**src/rtl/soc_orient_regs.vh**
```
// register map, field layout, reset values and timing counts
// assumes a 50 MHz ref clock and 32-bit APB word addressing
`ifndef SOC_ORIENT_REGS_VH
`define SOC_ORIENT_REGS_VH
`define SOC_CLK_MHZ 50
`define SOC_OFF_CTRL 8'h00
`define SOC_OFF_DIRSEL 8'h04
`define SOC_OFF_OSPEED 8'h08
`define SOC_OFF_STOPPOS 8'h0C
`define SOC_OFF_SRCSEL 8'h10
`define SOC_OFF_PGAIN 8'h14
`define SOC_OFF_DECEL 8'h18
`define SOC_OFF_ZONE 8'h1C
`define SOC_OFF_SHIFT 8'h20
`define SOC_OFF_LAGGAIN 8'h24
`define SOC_OFF_DISP 8'h28
`define SOC_OFF_SPDCMD 8'h2C
`define SOC_OFF_STATUS 8'h30
`define SOC_OFF_INTSTAT 8'h34
`define SOC_OFF_INTMASK 8'h38
`define SOC_OFF_POS 8'h3C
`define SOC_CTRL_FCLR 0
`define SOC_SRC_EXT 0
`define SOC_SRC_16B 1
`define SOC_INT_DONE 0
`define SOC_INT_FAULT 1
`define SOC_INT_ZIDX 2
`define SOC_RST_DIRSEL 2'h0
`define SOC_RST_OSPEED 16'h00C8
`define SOC_RST_DECEL 16'h0014
`define SOC_RST_PGAIN 8'h0A
`define SOC_RST_ZONE 16'h000B
`define SOC_RST_DISP 8'h00
`define SOC_DISP_POS 8'h13
`define SOC_RAMP_US 10
`define SOC_RAMP_CYC (`SOC_RAMP_US * `SOC_CLK_MHZ)
`define SOC_ENC_LOSS_US 10000
`define SOC_ENC_LOSS_CYC (`SOC_ENC_LOSS_US * `SOC_CLK_MHZ)
`endif

```
**src/rtl/soc_quad.v**
```verilog
// quadrature position counter with index reference
// assumes raw encoder pins asynchronous to ref_clk_i
`timescale 1ns/10ps
module soc_quad (
  input wire ref_clk_i,
  input wire rst_n_i,
  input wire enc_a_i,
  input wire enc_b_i,
  input wire enc_z_i,
  output reg [15:0] pos_o,
  output reg z_pulse_o,
  output reg edge_o
);
  wire [2:0] raw;
  reg [2:0] s1_r;
  reg [2:0] s2_r;
  reg [2:0] s3_r;
  reg [2:0] lvl_r;
  reg [2:0] lvl_nxt;
  reg [15:0] pos_nxt;
  integer k;
  assign raw = {enc_z_i, enc_b_i, enc_a_i};
  //////////////////////////////////////////////////////////////////////
  // three-stage synchronisers, change taken when stages 2 and 3 agree
  genvar g;
  generate
    for (g = 0; g < 3; g = g + 1) begin : g_sync
      always @(posedge ref_clk_i) begin
        if (!rst_n_i) begin
          s1_r[g] <= 1'b0;
          s2_r[g] <= 1'b0;
          s3_r[g] <= 1'b0;
        end else begin
          s1_r[g] <= raw[g];
          s2_r[g] <= s1_r[g];
          s3_r[g] <= s2_r[g];
        end
      end
    end
  endgenerate
  //////////////////////////////////////////////////////////////////////
  // x4 decode
  always @* begin
    lvl_nxt = lvl_r;
    for (k = 0; k < 3; k = k + 1) begin
      if (s2_r[k] == s3_r[k]) begin
        lvl_nxt[k] = s3_r[k];
      end
    end
    pos_nxt = pos_o;
    if (lvl_nxt[1:0] != lvl_r[1:0]) begin
      if ((lvl_nxt[0] ^ lvl_r[1]) == 1'b1) begin
        pos_nxt = pos_o + 16'h0001;
      end else begin
        pos_nxt = pos_o - 16'h0001;
      end
    end
    if (lvl_nxt[2] && !lvl_r[2]) begin
      pos_nxt = 16'h0000;
    end
  end
  always @(posedge ref_clk_i) begin
    if (!rst_n_i) begin
      lvl_r <= 3'h0;
      pos_o <= 16'h0000;
      z_pulse_o <= 1'b0;
      edge_o <= 1'b0;
    end else begin
      lvl_r <= lvl_nxt;
      pos_o <= pos_nxt;
      z_pulse_o <= lvl_nxt[2] && !lvl_r[2];
      edge_o <= (lvl_nxt != lvl_r);
    end
  end
endmodule // soc_quad

```
**src/rtl/soc_orient.v**
```verilog
// spindle orientation sequencer with APB register file
// assumes APB master on ref_clk_i and external pins asynchronous
//
// The implementer's own choices: the register offsets and register access over APB.
`timescale 1ns/10ps
`include "soc_orient_regs.vh"
// Notes on behaviour
// - select 0 orients in present direction
// - select 1 always approaches forward, reversing first
// - select 2 always approaches reverse, reversing first
// - command ramps to orient speed, latches stop
// - stop value from source and width selects
// - at orient speed wait index, enter position
// - remaining distance, ratio-limited decel, then lock
// - complete output inside in-position zone
// - stop position offset by shift value
// - command dropped with start: accelerate to command
// - start off first; command drop ends orientation
// - pid disabled while orienting
// - no encoder while slowing, waiting index or positioning trips loss fault
// - lag gain zero means PI control
// - deceleration ratio resets to 20
// - orientation speed resets to 2 Hz
// - display 19 shows position pulse monitor
module soc_orient #(
  parameter RAMP_CYC = `SOC_RAMP_CYC,
  parameter ENC_LOSS_CYC = `SOC_ENC_LOSS_CYC
) (
  input wire ref_clk_i,
  input wire rst_n_i,
  input wire psel,
  input wire penable,
  input wire pwrite,
  input wire [7:0] paddr,
  input wire [31:0] pwdata,
  output reg [31:0] prdata,
  output reg pready,
  output reg pslverr,
  input wire orient_command_i,
  input wire forward_start_in_i,
  input wire reverse_start_in_i,
  input wire enc_a_i,
  input wire enc_b_i,
  input wire enc_z_i,
  input wire [15:0] stop_pos_ext_i,
  input wire [15:0] volt_mon_i,
  output reg signed [15:0] freq_cmd_o,
  output reg orient_complete_out_o,
  output reg encoder_loss_fault_o,
  output reg pid_enable_o,
  output reg pos_mode_o,
  output reg [15:0] monitor_o,
  output reg irq_o
);
  localparam ST_RUN = 3'h0;
  localparam ST_SLOW = 3'h1;
  localparam ST_WAITZ = 3'h2;
  localparam ST_POS = 3'h3;
  localparam ST_LOCK = 3'h4;
  localparam ST_FAULT = 3'h5;
  reg [2:0] s1_r;
  reg [2:0] s2_r;
  reg [2:0] s3_r;
  reg [2:0] pin_r;
  reg [2:0] pin_nxt;
  reg [1:0] dirsel_r;
  reg [15:0] ospeed_r;
  reg [15:0] stoppos_r;
  reg [1:0] srcsel_r;
  reg [7:0] pgain_r;
  reg [15:0] decel_r;
  reg [15:0] zone_r;
  reg [15:0] shift_r;
  reg [7:0] laggain_r;
  reg [7:0] disp_r;
  reg [15:0] spdcmd_r;
  reg [2:0] intstat_r;
  reg [2:0] intmask_r;
  reg [2:0] st_r;
  reg [2:0] st_nxt;
  reg rev_r;
  reg [15:0] tgt_r;
  reg [15:0] rem_r;
  reg signed [15:0] err_prev_r;
  reg signed [31:0] integ_r;
  reg [31:0] ramp_cnt_r;
  reg tick_r;
  reg [31:0] loss_cnt_r;
  reg done_prev_r;
  wire [15:0] pos;
  wire z_pulse;
  wire enc_edge;
  wire cmd;
  wire fwd;
  wire rev;
  wire cmd_rise;
  wire wr;
  wire rd_sel;
  wire signed [15:0] err;
  wire [15:0] err_abs;
  wire in_zone;
  wire [15:0] src_val;
  wire signed [31:0] law;
  wire signed [15:0] law_sat;
  wire signed [15:0] run_tgt;
  wire signed [15:0] slow_tgt;
  wire orienting;
  wire loss;
  wire [2:0] ev;
  //////////////////////////////////////////////////////////////////////
  // encoder counter
  soc_quad u_quad (
    .ref_clk_i(ref_clk_i),
    .rst_n_i(rst_n_i),
    .enc_a_i(enc_a_i),
    .enc_b_i(enc_b_i),
    .enc_z_i(enc_z_i),
    .pos_o(pos),
    .z_pulse_o(z_pulse),
    .edge_o(enc_edge)
  );
  //////////////////////////////////////////////////////////////////////
  // command and start pins, three stages each
  genvar g;
  generate
    for (g = 0; g < 3; g = g + 1) begin : g_pin
      always @(posedge ref_clk_i) begin
        if (!rst_n_i) begin
          s1_r[g] <= 1'b0;
          s2_r[g] <= 1'b0;
          s3_r[g] <= 1'b0;
          pin_r[g] <= 1'b0;
        end else begin
          s1_r[g] <= (g == 0) ? orient_command_i :
                     (g == 1) ? forward_start_in_i : reverse_start_in_i;
          s2_r[g] <= s1_r[g];
          s3_r[g] <= s2_r[g];
          pin_r[g] <= pin_nxt[g];
        end
      end
      always @* begin
        pin_nxt[g] = (s2_r[g] == s3_r[g]) ? s3_r[g] : pin_r[g];
      end
    end
  endgenerate
  assign cmd = pin_nxt[0];
  assign fwd = pin_nxt[1];
  assign rev = pin_nxt[2];
  assign cmd_rise = pin_nxt[0] && !pin_r[0];
  //////////////////////////////////////////////////////////////////////
  // stop target and control law
  assign src_val = srcsel_r[`SOC_SRC_EXT] ? stop_pos_ext_i : stoppos_r;
  assign err = $signed(tgt_r - pos);
  assign err_abs = err[15] ? (16'h0000 - err) : err;
  assign in_zone = (err_abs <= zone_r);
  assign law = (laggain_r == 8'h00) ?
    (err * $signed({1'b0, pgain_r}) + (integ_r >>> 8)) :
    (err * $signed({1'b0, pgain_r}) +
     (err - err_prev_r) * $signed({1'b0, laggain_r}));
  assign law_sat = (law > $signed({16'h0000, ospeed_r})) ? ospeed_r :
    (law < -$signed({16'h0000, ospeed_r})) ? (16'h0000 - ospeed_r) :
    law[15:0];
  assign run_tgt = fwd ? spdcmd_r : rev ? (16'h0000 - spdcmd_r) :
    16'h0000;
  assign slow_tgt = rev_r ? (16'h0000 - ospeed_r) : ospeed_r;
  assign orienting = (st_r != ST_RUN) && (st_r != ST_FAULT);
  assign loss = (loss_cnt_r >= ENC_LOSS_CYC);

  function signed [15:0] soc_step;
    input signed [15:0] cur;
    input signed [15:0] goal;
    input [15:0] step;
    reg signed [16:0] d;
    begin
      d = {goal[15], goal} - {cur[15], cur};
      if (d > $signed({1'b0, step})) begin
        soc_step = cur + step;
      end else if (d < -$signed({1'b0, step})) begin
        soc_step = cur - step;
      end else begin
        soc_step = goal;
      end
    end
  endfunction
  //////////////////////////////////////////////////////////////////////
  // ramp divider
  always @(posedge ref_clk_i) begin
    if (!rst_n_i) begin
      ramp_cnt_r <= 32'h00000000;
      tick_r <= 1'b0;
    end else if (ramp_cnt_r >= RAMP_CYC - 1) begin
      ramp_cnt_r <= 32'h00000000;
      tick_r <= 1'b1;
    end else begin
      ramp_cnt_r <= ramp_cnt_r + 32'h00000001;
      tick_r <= 1'b0;
    end
  end
  //////////////////////////////////////////////////////////////////////
  // sequencer
  always @* begin
    st_nxt = st_r;
    case (st_r)
      ST_RUN: begin
        if (cmd_rise) begin
          st_nxt = ST_SLOW;
        end
      end
      ST_SLOW: begin
        if (freq_cmd_o == slow_tgt) begin
          st_nxt = ST_WAITZ;
        end
      end
      ST_WAITZ: begin
        if (z_pulse) begin
          st_nxt = ST_POS;
        end
      end
      ST_POS: begin
        if (in_zone) begin
          st_nxt = ST_LOCK;
        end
      end
      ST_LOCK: st_nxt = ST_LOCK;
      ST_FAULT: begin
        if (wr && paddr == `SOC_OFF_CTRL && pwdata[`SOC_CTRL_FCLR]) begin
          st_nxt = ST_RUN;
        end
      end
      default: st_nxt = ST_RUN;
    endcase
    if (orienting && !cmd) begin
      st_nxt = ST_RUN;
    end
    if (orienting && cmd && loss) begin
      st_nxt = ST_FAULT;
    end
  end

  always @(posedge ref_clk_i) begin
    if (!rst_n_i) begin
      st_r <= ST_RUN;
      rev_r <= 1'b0;
      tgt_r <= 16'h0000;
      rem_r <= 16'h0000;
      err_prev_r <= 16'sh0000;
      integ_r <= 32'sh00000000;
      freq_cmd_o <= 16'sh0000;
      loss_cnt_r <= 32'h00000000;
    end else begin
      st_r <= st_nxt;
      if (st_r == ST_RUN && cmd_rise) begin
        tgt_r <= (srcsel_r[`SOC_SRC_16B] ? src_val :
                  {4'h0, src_val[11:0]}) + shift_r;
        case (dirsel_r)
          2'h1: rev_r <= 1'b0;
          2'h2: rev_r <= 1'b1;
          default: rev_r <= freq_cmd_o[15];
        endcase
      end
      if (st_r == ST_WAITZ && z_pulse) begin
        rem_r <= err_abs;
        integ_r <= 32'sh00000000;
      end
      if ((st_r == ST_POS || st_r == ST_LOCK) && tick_r) begin
        err_prev_r <= err;
        if (laggain_r == 8'h00) begin
          integ_r <= integ_r + err;
        end
      end
      if (st_r == ST_SLOW || st_r == ST_WAITZ ||
          (st_r == ST_POS && !enc_edge)) begin
        loss_cnt_r <= loss ? loss_cnt_r : loss_cnt_r + 32'h00000001;
      end else begin
        loss_cnt_r <= 32'h00000000;
      end
      if (enc_edge) begin
        loss_cnt_r <= 32'h00000000;
      end
      if (st_r == ST_FAULT) begin
        freq_cmd_o <= 16'sh0000;
      end else if (tick_r) begin
        case (st_r)
          ST_SLOW, ST_WAITZ: begin
            freq_cmd_o <= soc_step(freq_cmd_o, slow_tgt,
                                   16'h0001);
          end
          ST_POS, ST_LOCK: begin
            freq_cmd_o <= soc_step(freq_cmd_o, law_sat, decel_r);
          end
          default: begin
            freq_cmd_o <= soc_step(freq_cmd_o, run_tgt, 16'h0001);
          end
        endcase
      end
    end
  end
  //////////////////////////////////////////////////////////////////////
  // status outputs
  assign ev[`SOC_INT_DONE] = (st_r == ST_LOCK) && in_zone && !done_prev_r;
  assign ev[`SOC_INT_FAULT] = (st_nxt == ST_FAULT) && (st_r != ST_FAULT);
  assign ev[`SOC_INT_ZIDX] = z_pulse;
  always @(posedge ref_clk_i) begin
    if (!rst_n_i) begin
      orient_complete_out_o <= 1'b0;
      encoder_loss_fault_o <= 1'b0;
      pid_enable_o <= 1'b1;
      pos_mode_o <= 1'b0;
      monitor_o <= 16'h0000;
      irq_o <= 1'b0;
      done_prev_r <= 1'b0;
    end else begin
      done_prev_r <= (st_r == ST_LOCK) && in_zone;
      orient_complete_out_o <= (st_nxt == ST_LOCK) && in_zone;
      encoder_loss_fault_o <= (st_nxt == ST_FAULT);
      pid_enable_o <= !(st_nxt != ST_RUN && st_nxt != ST_FAULT);
      pos_mode_o <= (st_nxt == ST_POS) || (st_nxt == ST_LOCK);
      monitor_o <= (disp_r == `SOC_DISP_POS) ? pos : volt_mon_i;
      irq_o <= |(intstat_r & intmask_r);
    end
  end
  //////////////////////////////////////////////////////////////////////
  // apb slave, one wait-free access cycle after setup
  assign wr = psel && penable && pready && pwrite;
  assign rd_sel = psel && !penable;
  always @(posedge ref_clk_i) begin
    if (!rst_n_i) begin
      pready <= 1'b0;
      pslverr <= 1'b0;
      prdata <= 32'h00000000;
      dirsel_r <= `SOC_RST_DIRSEL;
      ospeed_r <= `SOC_RST_OSPEED;
      stoppos_r <= 16'h0000;
      srcsel_r <= 2'h0;
      pgain_r <= `SOC_RST_PGAIN;
      decel_r <= `SOC_RST_DECEL;
      zone_r <= `SOC_RST_ZONE;
      shift_r <= 16'h0000;
      laggain_r <= 8'h00;
      disp_r <= `SOC_RST_DISP;
      spdcmd_r <= 16'h0000;
      intstat_r <= 3'h0;
      intmask_r <= 3'h0;
    end else begin
      pready <= rd_sel;
      if (rd_sel) begin
        pslverr <= (paddr[1:0] != 2'h0) || (paddr > `SOC_OFF_POS);
        case (paddr)
          `SOC_OFF_DIRSEL: prdata <= {30'h0, dirsel_r};
          `SOC_OFF_OSPEED: prdata <= {16'h0, ospeed_r};
          `SOC_OFF_STOPPOS: prdata <= {16'h0, stoppos_r};
          `SOC_OFF_SRCSEL: prdata <= {30'h0, srcsel_r};
          `SOC_OFF_PGAIN: prdata <= {24'h0, pgain_r};
          `SOC_OFF_DECEL: prdata <= {16'h0, decel_r};
          `SOC_OFF_ZONE: prdata <= {16'h0, zone_r};
          `SOC_OFF_SHIFT: prdata <= {16'h0, shift_r};
          `SOC_OFF_LAGGAIN: prdata <= {24'h0, laggain_r};
          `SOC_OFF_DISP: prdata <= {24'h0, disp_r};
          `SOC_OFF_SPDCMD: prdata <= {16'h0, spdcmd_r};
          `SOC_OFF_STATUS: prdata <= {rem_r, tgt_r[7:0],
            encoder_loss_fault_o, orient_complete_out_o, rev_r,
            !pid_enable_o, 1'b0, st_r};
          `SOC_OFF_INTSTAT: prdata <= {29'h0, intstat_r};
          `SOC_OFF_INTMASK: prdata <= {29'h0, intmask_r};
          `SOC_OFF_POS: prdata <= {16'h0, pos};
          default: prdata <= 32'h00000000;
        endcase
      end
      if (wr && !pslverr) begin
        case (paddr)
          `SOC_OFF_DIRSEL: dirsel_r <= pwdata[1:0];
          `SOC_OFF_OSPEED: ospeed_r <= pwdata[15:0];
          `SOC_OFF_STOPPOS: stoppos_r <= pwdata[15:0];
          `SOC_OFF_SRCSEL: srcsel_r <= pwdata[1:0];
          `SOC_OFF_PGAIN: pgain_r <= pwdata[7:0];
          `SOC_OFF_DECEL: decel_r <= pwdata[15:0];
          `SOC_OFF_ZONE: zone_r <= pwdata[15:0];
          `SOC_OFF_SHIFT: shift_r <= pwdata[15:0];
          `SOC_OFF_LAGGAIN: laggain_r <= pwdata[7:0];
          `SOC_OFF_DISP: disp_r <= pwdata[7:0];
          `SOC_OFF_SPDCMD: spdcmd_r <= pwdata[15:0];
          `SOC_OFF_INTMASK: intmask_r <= pwdata[2:0];
          default: ;
        endcase
      end
      if (wr && !pslverr && paddr == `SOC_OFF_INTSTAT) begin
        intstat_r <= (intstat_r & ~pwdata[2:0]) | ev;
      end else begin
        intstat_r <= intstat_r | ev;
      end
    end
  end
endmodule // soc_orient

```
**config.mk**
```make
export PLATFORM = sky130hd
export DESIGN_NAME = soc_orient
export DESIGN_NICKNAME = d
export VERILOG_FILES = /design/src/rtl/soc_quad.v /design/src/rtl/soc_orient.v
export VERILOG_INCLUDE_DIRS = /design/src /design/src/rtl
export SDC_FILE = /design/constraint.sdc
export NUM_CORES = 2
export LEC_CHECK = 0
export BUFFER_PORTS_ARGS = -buffer_cell sky130_fd_sc_hd__buf_2
export CAP_MARGIN = 30
export CORE_MARGIN = 2
export CORE_UTILIZATION = 50
export DETAILED_ROUTE_END_ITERATION = 8
export MAX_ROUTING_LAYER = met4
export PLACE_DENSITY = 0.72
export REMOVE_ABC_BUFFERS = 1
export SKIP_LAST_GASP = 1
export SLEW_MARGIN = 20
export SYNTH_ARGS = -nofsm -noshare
export SYNTH_HDL_FRONTEND = slang
export SYNTH_SLANG_ARGS = --single-unit
export TNS_END_PERCENT = 1
```
**constraint.sdc**
```tcl
create_clock -name ref_clk_i -period 22.5 [get_ports ref_clk_i]
set_clock_uncertainty 0.1 [all_clocks]
set_input_delay 4.5 -clock ref_clk_i [delete_from_list [all_inputs] [get_ports ref_clk_i]]
set_output_delay 4.5 -clock ref_clk_i [all_outputs]
set_load 0.01 [all_outputs]
```
[Word-level counts from Yosys, hierarchy flattened]
Index checks and enable logic that the tools add are counted.
Storage, ports and cells
  register bits after elaboration: 393
  input port bits: 83
  output and inout port bits: 71
  logic and storage cells: 240
Cells by class
  add/subtract/negate cells: 22
  multiply operators: 2
  magnitude comparators: 12
  equality and inequality tests: 37
  muxes and demuxes: 39
  bitwise logic cells: 8
  reductions and logical operators: 62
Operators by type and width (count)
  32-bit case mux with 15 select lines: 1
  16-bit 2-to-1 mux: 16
  32-bit 2-to-1 mux: 4
  16-bit by 16-bit subtractor with 17-bit output: 4
  32-bit by 1-bit adder with 32-bit output (second input constant): 2
  8-bit by 6-bit equality test with 1-bit output (second input constant): 8
  1-bit by 16-bit subtractor with 16-bit output (first input constant): 3
  8-bit by 5-bit equality test with 1-bit output (second input constant): 5
  17-bit by 2-bit greater-than comparator with 1-bit output (second input constant): 2
  17-bit by 1-bit < comparator with 1-bit output (second input constant): 2
  16-bit by 1-bit adder with 16-bit output (second input constant): 2
  16-bit adder: 2
  32-bit by 16-bit adder with 32-bit output: 1
  32-bit by 19-bit greater-or-equal comparator with 1-bit output (second input constant): 1
  32-bit by 9-bit greater-or-equal comparator with 1-bit output (second input constant): 1
  32-bit by 17-bit greater-than comparator with 1-bit output: 1
  32-bit < comparator: 1
  16-bit negator with 32-bit output: 1
  16-bit case mux with 2 select lines: 1
  16-bit by 1-bit subtractor with 16-bit output (second input constant): 2
  16-bit subtractor: 2
  25-bit by 26-bit adder with 27-bit output: 1
  25-bit by 24-bit adder with 26-bit output: 1
  17-bit by 9-bit multiplier with 26-bit output: 1
  37 further kinds: 117

[Depth between registers and ports, before layout]
  depth in word-level cells: 13
  depth in mapped cells: 79
  gate-level depth less buffers: 76

[By module]
Synthesis repeated with hierarchy kept, for this count alone.
Unflattened totals
  cells, all modules: 5327
  area total of the unflattened synthesis: 41354.7 sq um
Modules (own cells, without submodules)
  soc_orient: instances 1, cells each 5090, area each 39401.5 sq um, sequential area each 7267.0 sq um
  soc_quad: instances 1, cells each 237, area each 1953.1 sq um, sequential area each 600.6 sq um

[Worst setup path after synthesis]
No wires, ideal clock.
  path kind: register -> register
  from: register u_quad.pos_o[1]
  to: register freq_cmd_o[12]
  library setup time: 0.095 ns
  arrival time: 15.754 ns
  data required time: 22.305 ns
  slack: 6.551 ns
  cell stages (with the launch flop): 67
  path buffers: 2
  period minus slack after synthesis: 15.949 ns
  cells stage by stage: dfxtp_1 -> inv_1 -> ha_1 -> nor2b_1 -> o21a_1 -> o21ai_0 -> a211oi_1 -> o31a_1 -> a211oi_1 -> o21bai_1 -> a21o_1 -> xor2_1 -> inv_1 -> clkbuf_1 -> nand2_1 -> inv_1 -> fa_1 -> inv_1 -> [31 not listed] -> o21ai_0 -> a21boi_0 -> o21ai_0 -> a21boi_0 -> o21ai_0 -> a21boi_0 -> o21ai_0 -> nand2b_1 -> a31o_2 -> a41oi_1 -> o311ai_0 -> ha_1 -> or4b_2 -> o21ai_1 -> clkbuf_1 -> mux2i_1 -> o311ai_1 -> a221oi_1
On the way
  cells in the longest elaborated chain, start to end: 13
  elaborated cells between the ends (all ways): 17
  those cells by class: 5 x add/sub; 2 x mul; 4 x order compare; 6 x mux
Ends and longest elaborated chain
  start, declared: RTL line soc_quad.v:10  | output reg [15:0] pos_o,
  start signal, assigned: RTL line soc_quad.v:70  | pos_o <= pos_nxt;
  16-bit subtractor (*): RTL line soc_orient.v:153  | assign err = $signed(tgt_r - pos);
  named net err[15]: RTL line soc_orient.v:99  | wire signed [15:0] err;
  16-bit by 16-bit subtractor with 17-bit output: RTL line soc_orient.v:159  | (err - err_prev_r) * $signed({1'b0, laggain_r}));
  17-bit by 9-bit multiplier with 26-bit output: RTL line soc_orient.v:159
  25-bit by 26-bit adder with 27-bit output: RTL line soc_orient.v:158  | (err * $signed({1'b0, pgain_r}) +
  32-bit 2-to-1 mux (*): RTL line soc_orient.v:156  | assign law = (laggain_r == 8'h00) ?
  32-bit < comparator: RTL line soc_orient.v:161  | (law < -$signed({16'h0000, ospeed_r})) ? (16'h0000 - ospeed_r) :
  16-bit 2-to-1 mux: RTL line soc_orient.v:161
  16-bit 2-to-1 mux (*): RTL line soc_orient.v:160  | assign law_sat = (law > $signed({16'h0000, ospeed_r})) ? ospeed_r :
  16-bit by 16-bit subtractor with 17-bit output: RTL line soc_orient.v:175  | d = {goal[15], goal} - {cur[15], cur};
  17-bit < comparator: RTL line soc_orient.v:178  | end else if (d < -$signed({1'b0, step})) begin
  16-bit 2-to-1 mux: RTL line soc_orient.v:178
  16-bit 2-to-1 mux (*): RTL line soc_orient.v:176  | if (d > $signed({1'b0, step})) begin
  16-bit case mux with 2 select lines (*): RTL line soc_orient.v:283  | case (st_r)
  end signal, assigned: RTL line soc_orient.v:285  | freq_cmd_o <= soc_step(freq_cmd_o, slow_tgt,
  end signal, assigned: RTL line soc_orient.v:289  | freq_cmd_o <= soc_step(freq_cmd_o, law_sat, decel_r);
  end signal, assigned: RTL line soc_orient.v:292  | freq_cmd_o <= soc_step(freq_cmd_o, run_tgt, 16'h0001);
  end, declared: RTL line soc_orient.v:47  | output reg signed [15:0] freq_cmd_o,
Mark *: on every way through the listed nets, which the timed path passes. The rest lies on a longest branch.
A chain may end at the register's enable or synchronous reset.

[Worst setup path after layout]
  from: register u_quad.pos_o[1]
  to: register freq_cmd_o[0]
On the way
  cells in the longest elaborated chain, start to end: 13
  elaborated cells between the ends (all ways): 17
  those cells by class: 5 x add/sub; 2 x mul; 4 x order compare; 6 x mux
Ends and longest elaborated chain (RTL line)
  16-bit subtractor (*): soc_orient.v:153
  16-bit by 16-bit subtractor with 17-bit output: soc_orient.v:159
  17-bit by 9-bit multiplier with 26-bit output: soc_orient.v:159
  25-bit by 26-bit adder with 27-bit output: soc_orient.v:158
  32-bit 2-to-1 mux (*): soc_orient.v:156
  32-bit < comparator: soc_orient.v:161
  16-bit 2-to-1 mux: soc_orient.v:161
  16-bit 2-to-1 mux (*): soc_orient.v:160
  16-bit by 16-bit subtractor with 17-bit output: soc_orient.v:175
  17-bit < comparator: soc_orient.v:178
  16-bit 2-to-1 mux: soc_orient.v:178
  16-bit 2-to-1 mux (*): soc_orient.v:176
  16-bit case mux with 2 select lines (*): soc_orient.v:283
Mark *: on every way between the ends. The rest lies on a longest branch, timed or not.

==> flow_summary.rst <==
.. list-table::
   :header-rows: 1

   * - Metric
     - Value
   * - Most heavily used metal layer in global routing
     - met2
   * - I/O Buffers
     - 137
   * - Area of the mapped netlist
     - between 40000 and 50000 sq um
   * - WP buf/inv
     - 14
   * - Count of endpoints failing hold in the final timing report
     - 0
   * - Result of the run
     - finished with violations
   * - Worst vdd ir
     - just over 200 uV
   * - Number of flops mapped to enable cells by yosys
     - 0
   * - DRC errors left
     - 7
   * - Proportion of synthesized chip area in sequential cells
     - between 10% and 20%
   * - Ports placed on the boundary
     - 154
   * - Die Height
     - around 290 um
   * - Standard-cell rows
     - 103
   * - Kind of end point of the critical path
     - register
   * - Worst r2r path cells
     - ~70
   * - Worst skew pair latency
     - approximately 0.6 ns
   * - Avg Inst Size Synth
     - roughly 7.7 sq um
   * - Initial core utilization
     - 50.6%
   * - Reg-to-reg slack, setup
     - 3.27 ns
   * - Number of instances resized during post-cts repair
     - 0
   * - Number of global-route vias before repair
     - between 30000 and 40000
   * - Kind of launch point of the worst setup path
     - register
   * - Count of H-tree levels built during CTS
     - 2
   * - Global-route wire length before repair
     - around 200000 um
   * - Layout area overhead
     - 8.46%
   * - Failing checks
     - design-rule violations
   * - Number of clock buffers inserted by TritonCTS
     - 46
   * - Total Routed Length
     - about 120000 um
   * - Core utilization of the finished layout
     - between 50% and 60%
   * - Number of detailed-routing iterations run before antenna repair
     - 9
   * - Capture point of the worst reg-to-reg path
     - freq_cmd_o[0]
   * - Grt total ovfl
     - 0
   * - Measured slew at the worst slew-check pin
     - about 1.0 ns
   * - Yosys top cell by area
     - sky130_fd_sc_hd__dfxtp_1
   * - Area of combinational cells with multiple inputs
     - 29500 sq um
   * - Share of the cycle needed by the critical path after routing
     - 85.5%
   * - Unrepaired setup endpoints after global routing
     - no
   * - Cell class contributing the biggest share of worst-path delay
     - compound AO/OA/AOI/OAI gates
   * - Shortest clock period the worst path allows after layout
     - approximately 19 ns
   * - Synth async-reset ratio
     - 0%
   * - Final Net Count
     - between 5000 and 6000
   * - Met2 usage
     - between 40 and 50%
   * - Largest net degree at the start of global routing
     - approximately 140
   * - Worst hold path cell count
     - 1
   * - Worst slew margin relative to its limit
     - 31.3%
   * - Count of max-cap constraint violations
     - 0
   * - Post-synthesis cell count
     - about 5200
   * - Tot Pwr
     - 4.19 mW
   * - Weighted congestion reported at the end of routability-driven placement
     - roughly 1
   * - Layout cell share with drive strength beyond 1
     - under 10%
   * - Final slew viol count
     - 0
   * - Yosys warning count
     - 0
   * - Leakage power
     - around 19 nW
   * - Placeable core area
     - 79300 sq um
   * - FF-to-FF Start
     - u_quad.pos_o[1]
   * - Hold_sp
     - s1_r[2]
   * - Post-detailed-route via-to-cell ratio
     - a little under 6
   * - Classification of the worst setup path
     - reg2reg
   * - Total of endpoints with negative setup slack in the final report
     - 0
   * - DR vias
     - about 38000
   * - Worst hold-check path type
     - reg2reg
   * - Maximum clock rate
     - 0.0520 GHz
   * - Clock transition time at the flip-flop clock pins of the worst setup and hold paths
     - about 0.070 ns
   * - Number of nets still failing antenna checks after routing
     - 0
   * - Critical Path Slowest Stage Cell
     - sky130_fd_sc_hd__nor3_1
   * - Setup bufs post-CTS
     - 0
   * - Count of cell types in the netlist
     - 93
   * - Total GRT Usage
     - between 30% and 40%
   * - Final HPWL from detailed placement
     - around 99000 um
   * - Flip-flop and latch count after synthesis
     - a little under 400
   * - Initial antenna violation count
     - 6
   * - CP Data Arrival Time
     - 19.63 ns
   * - Delay of the slowest cell on the worst path
     - 0.78 ns
   * - Most frequent cell on the critical path
     - sky130_fd_sc_hd__inv_1
   * - Longest Clk Path Bufs
     - 3
   * - Most common flop cell mapped by yosys
     - sky130_fd_sc_hd__dfxtp_1
   * - Wire per inst
     - 19.8 um
   * - Sequential Area
     - 7870 sq um
   * - Clock Sink Count
     - ~400
   * - Cts-stage hold buffer count
     - 0
   * - Required time at the worst-slack endpoint
     - 22.90 ns
   * - Count of fill cells added during filler insertion
     - between 7000 and 8000
   * - Floorplan die area
     - about 83000 sq um
   * - Largest cells by area after synthesis
     - sky130_fd_sc_hd__dfxtp_1, sky130_fd_sc_hd__ha_1, sky130_fd_sc_hd__fa_1, sky130_fd_sc_hd__nand2_1, sky130_fd_sc_hd__a21oi_1
   * - Global routing usage on met1
     - 41.1%
   * - Cell chosen for the clock root
     - sky130_fd_sc_hd__clkbuf_16
   * - TritonCTS clock tree
     - done
   * - Met3 Usage GRT
     - under 10%
   * - Hold endpoint
     - s2_r[2]
   * - Proportion of netlist area held by the largest area contributor
     - about a fifth
   * - Setup_tns
     - 0 ns
   * - Horizontal extent of the die
     - between 200 and 300 um
   * - Peak fanout along the critical path
     - 43
   * - Commonest cells after routing, fill and taps aside
     - sky130_fd_sc_hd__nand2_1, sky130_fd_sc_hd__inv_1, sky130_fd_sc_hd__a21oi_1
   * - Number of DRC markers in iteration 0
     - between 3000 and 4000
   * - Most common cell after layout, fill and taps aside
     - sky130_fd_sc_hd__nand2_1
   * - Areal power density over the cells
     - slightly below 100 nW/um^2
[cells by family (layout without fill, tap and decap cells)]
| family | Yosys count | after routing | share of synthesized area (%) |
|---|---|---|---|
| compound gates | 1223 | 1223 | 19.6 |
| xor+xnor | 277 | 277 | 6.05 |
| fa+ha+maj | 651 | 651 | 24.7 |
| buf+inv | 750 | 813 | 7.13 |
| flops | 393 | 393 | 19.6 |
| mux | 59 | 59 | 1.54 |
| other cells | 1 | 30 | 0.00935 |
| simple gates | 1828 | 1828 | 21.3 |
[Yosys cell counts (40+ instances only)]
| cell | number |
|---|---|
| sky130_fd_sc_hd__o21ai_0 | 210 |
| sky130_fd_sc_hd__a31oi_1 | 41 |
| sky130_fd_sc_hd__and2_1 | 153 |
| sky130_fd_sc_hd__xnor2_1 | 186 |
| sky130_fd_sc_hd__nor2b_1 | 70 |
| sky130_fd_sc_hd__fa_1 | 236 |
| sky130_fd_sc_hd__nor2_1 | 409 |
| sky130_fd_sc_hd__a21oi_1 | 416 |
| sky130_fd_sc_hd__or3_1 | 40 |
| sky130_fd_sc_hd__o21a_1 | 52 |
| sky130_fd_sc_hd__nand2b_1 | 48 |
| sky130_fd_sc_hd__xor2_1 | 91 |
| sky130_fd_sc_hd__nand2_1 | 680 |
| sky130_fd_sc_hd__nor3_1 | 106 |
| sky130_fd_sc_hd__ha_1 | 413 |
| sky130_fd_sc_hd__clkbuf_1 | 203 |
| sky130_fd_sc_hd__inv_1 | 526 |
| sky130_fd_sc_hd__a22oi_1 | 65 |
| sky130_fd_sc_hd__a21o_1 | 75 |
| sky130_fd_sc_hd__nand3_1 | 129 |
| sky130_fd_sc_hd__nand4_1 | 54 |
| sky130_fd_sc_hd__dfxtp_1 | 393 |
[flip-flops by register name, indices dropped and copies added (netlist names), 32 cells and up]
signal / cells
loss_cnt_r: 32
ramp_cnt_r: 32
prdata: 32
integ_r: 32
[worst max path at each step]
stage,start,to,slack [ns],cells past startpoint
final,u_quad.pos_o[1],freq_cmd_o[0],3.27,71
after global routing,u_quad.pos_o[1],freq_cmd_o[0],2.17,72
after CTS,u_quad.pos_o[1],freq_cmd_o[0],3.61,72
after detailed placement,u_quad.pos_o[1],freq_cmd_o[0],3.66,72
after global placement,u_quad.pos_o[1],freq_cmd_o[0],3.91,71
after floorplan,u_quad.pos_o[1],freq_cmd_o[14],5.21,66
[cell type report]
| class | instances | area share [%] |
|---|---|---|
| Clock inverter | 27 | 0.831 |
| Tap cell | 1050 | 3.02 |
| Clock buffer | 58 | 2.89 |
| Sequential cell | 393 | 18.1 |
| Antenna cell | 7 | 0.0403 |
| Timing Repair Buffer | 202 | 2.76 |
| Multi-Input combinational cell | 4061 | 67.8 |
| Inverter | 526 | 4.56 |
[worst register-to-register path: cells and delay by family (launching register included)]
| family | cells | cell delay (ns) |
|---|---|---|
| compound gates | 27 | 6.72 |
| fa+ha+maj | 11 | 4.55 |
| simple gates | 16 | 4.04 |
| buf+inv | 14 | 2.47 |
| mux | 2 | 0.66 |
| flops | 1 | 0.45 |
| xor+xnor | 1 | 0.13 |
[stage by stage]
step	hold WS, ns	cells	setup slack [ns]	area [sq um]
4_1_cts	0.336	6314	3.61	43400
3_3_place_gp	0.314	6224	3.91	41800
3_5_place_dp	0.322	6229	3.66	41800
2_1_floorplan	0.312	4980	5.21	39300
6_report	0.332	6324	3.27	43500
5_1_grt	0.351	6323	2.17	43500
[power breakdown]
part           total, mW  internal [mW]  leakage [nW]  switching (mW)
combinational       2.67          0.955          15.3            1.71
sequential         0.721          0.705          3.19          0.0154
clock              0.801          0.461         0.779           0.340
total               4.19           2.12          19.3            2.07
[routing by layer]
metal  routed length (um)  vias up
met1                53700    17800
met2                54400     1603
met4                 5160        0
li1                     -    17900
met5                    0        -
met3                11600      258
Note: power is estimated with default switching activity, not from simulation.
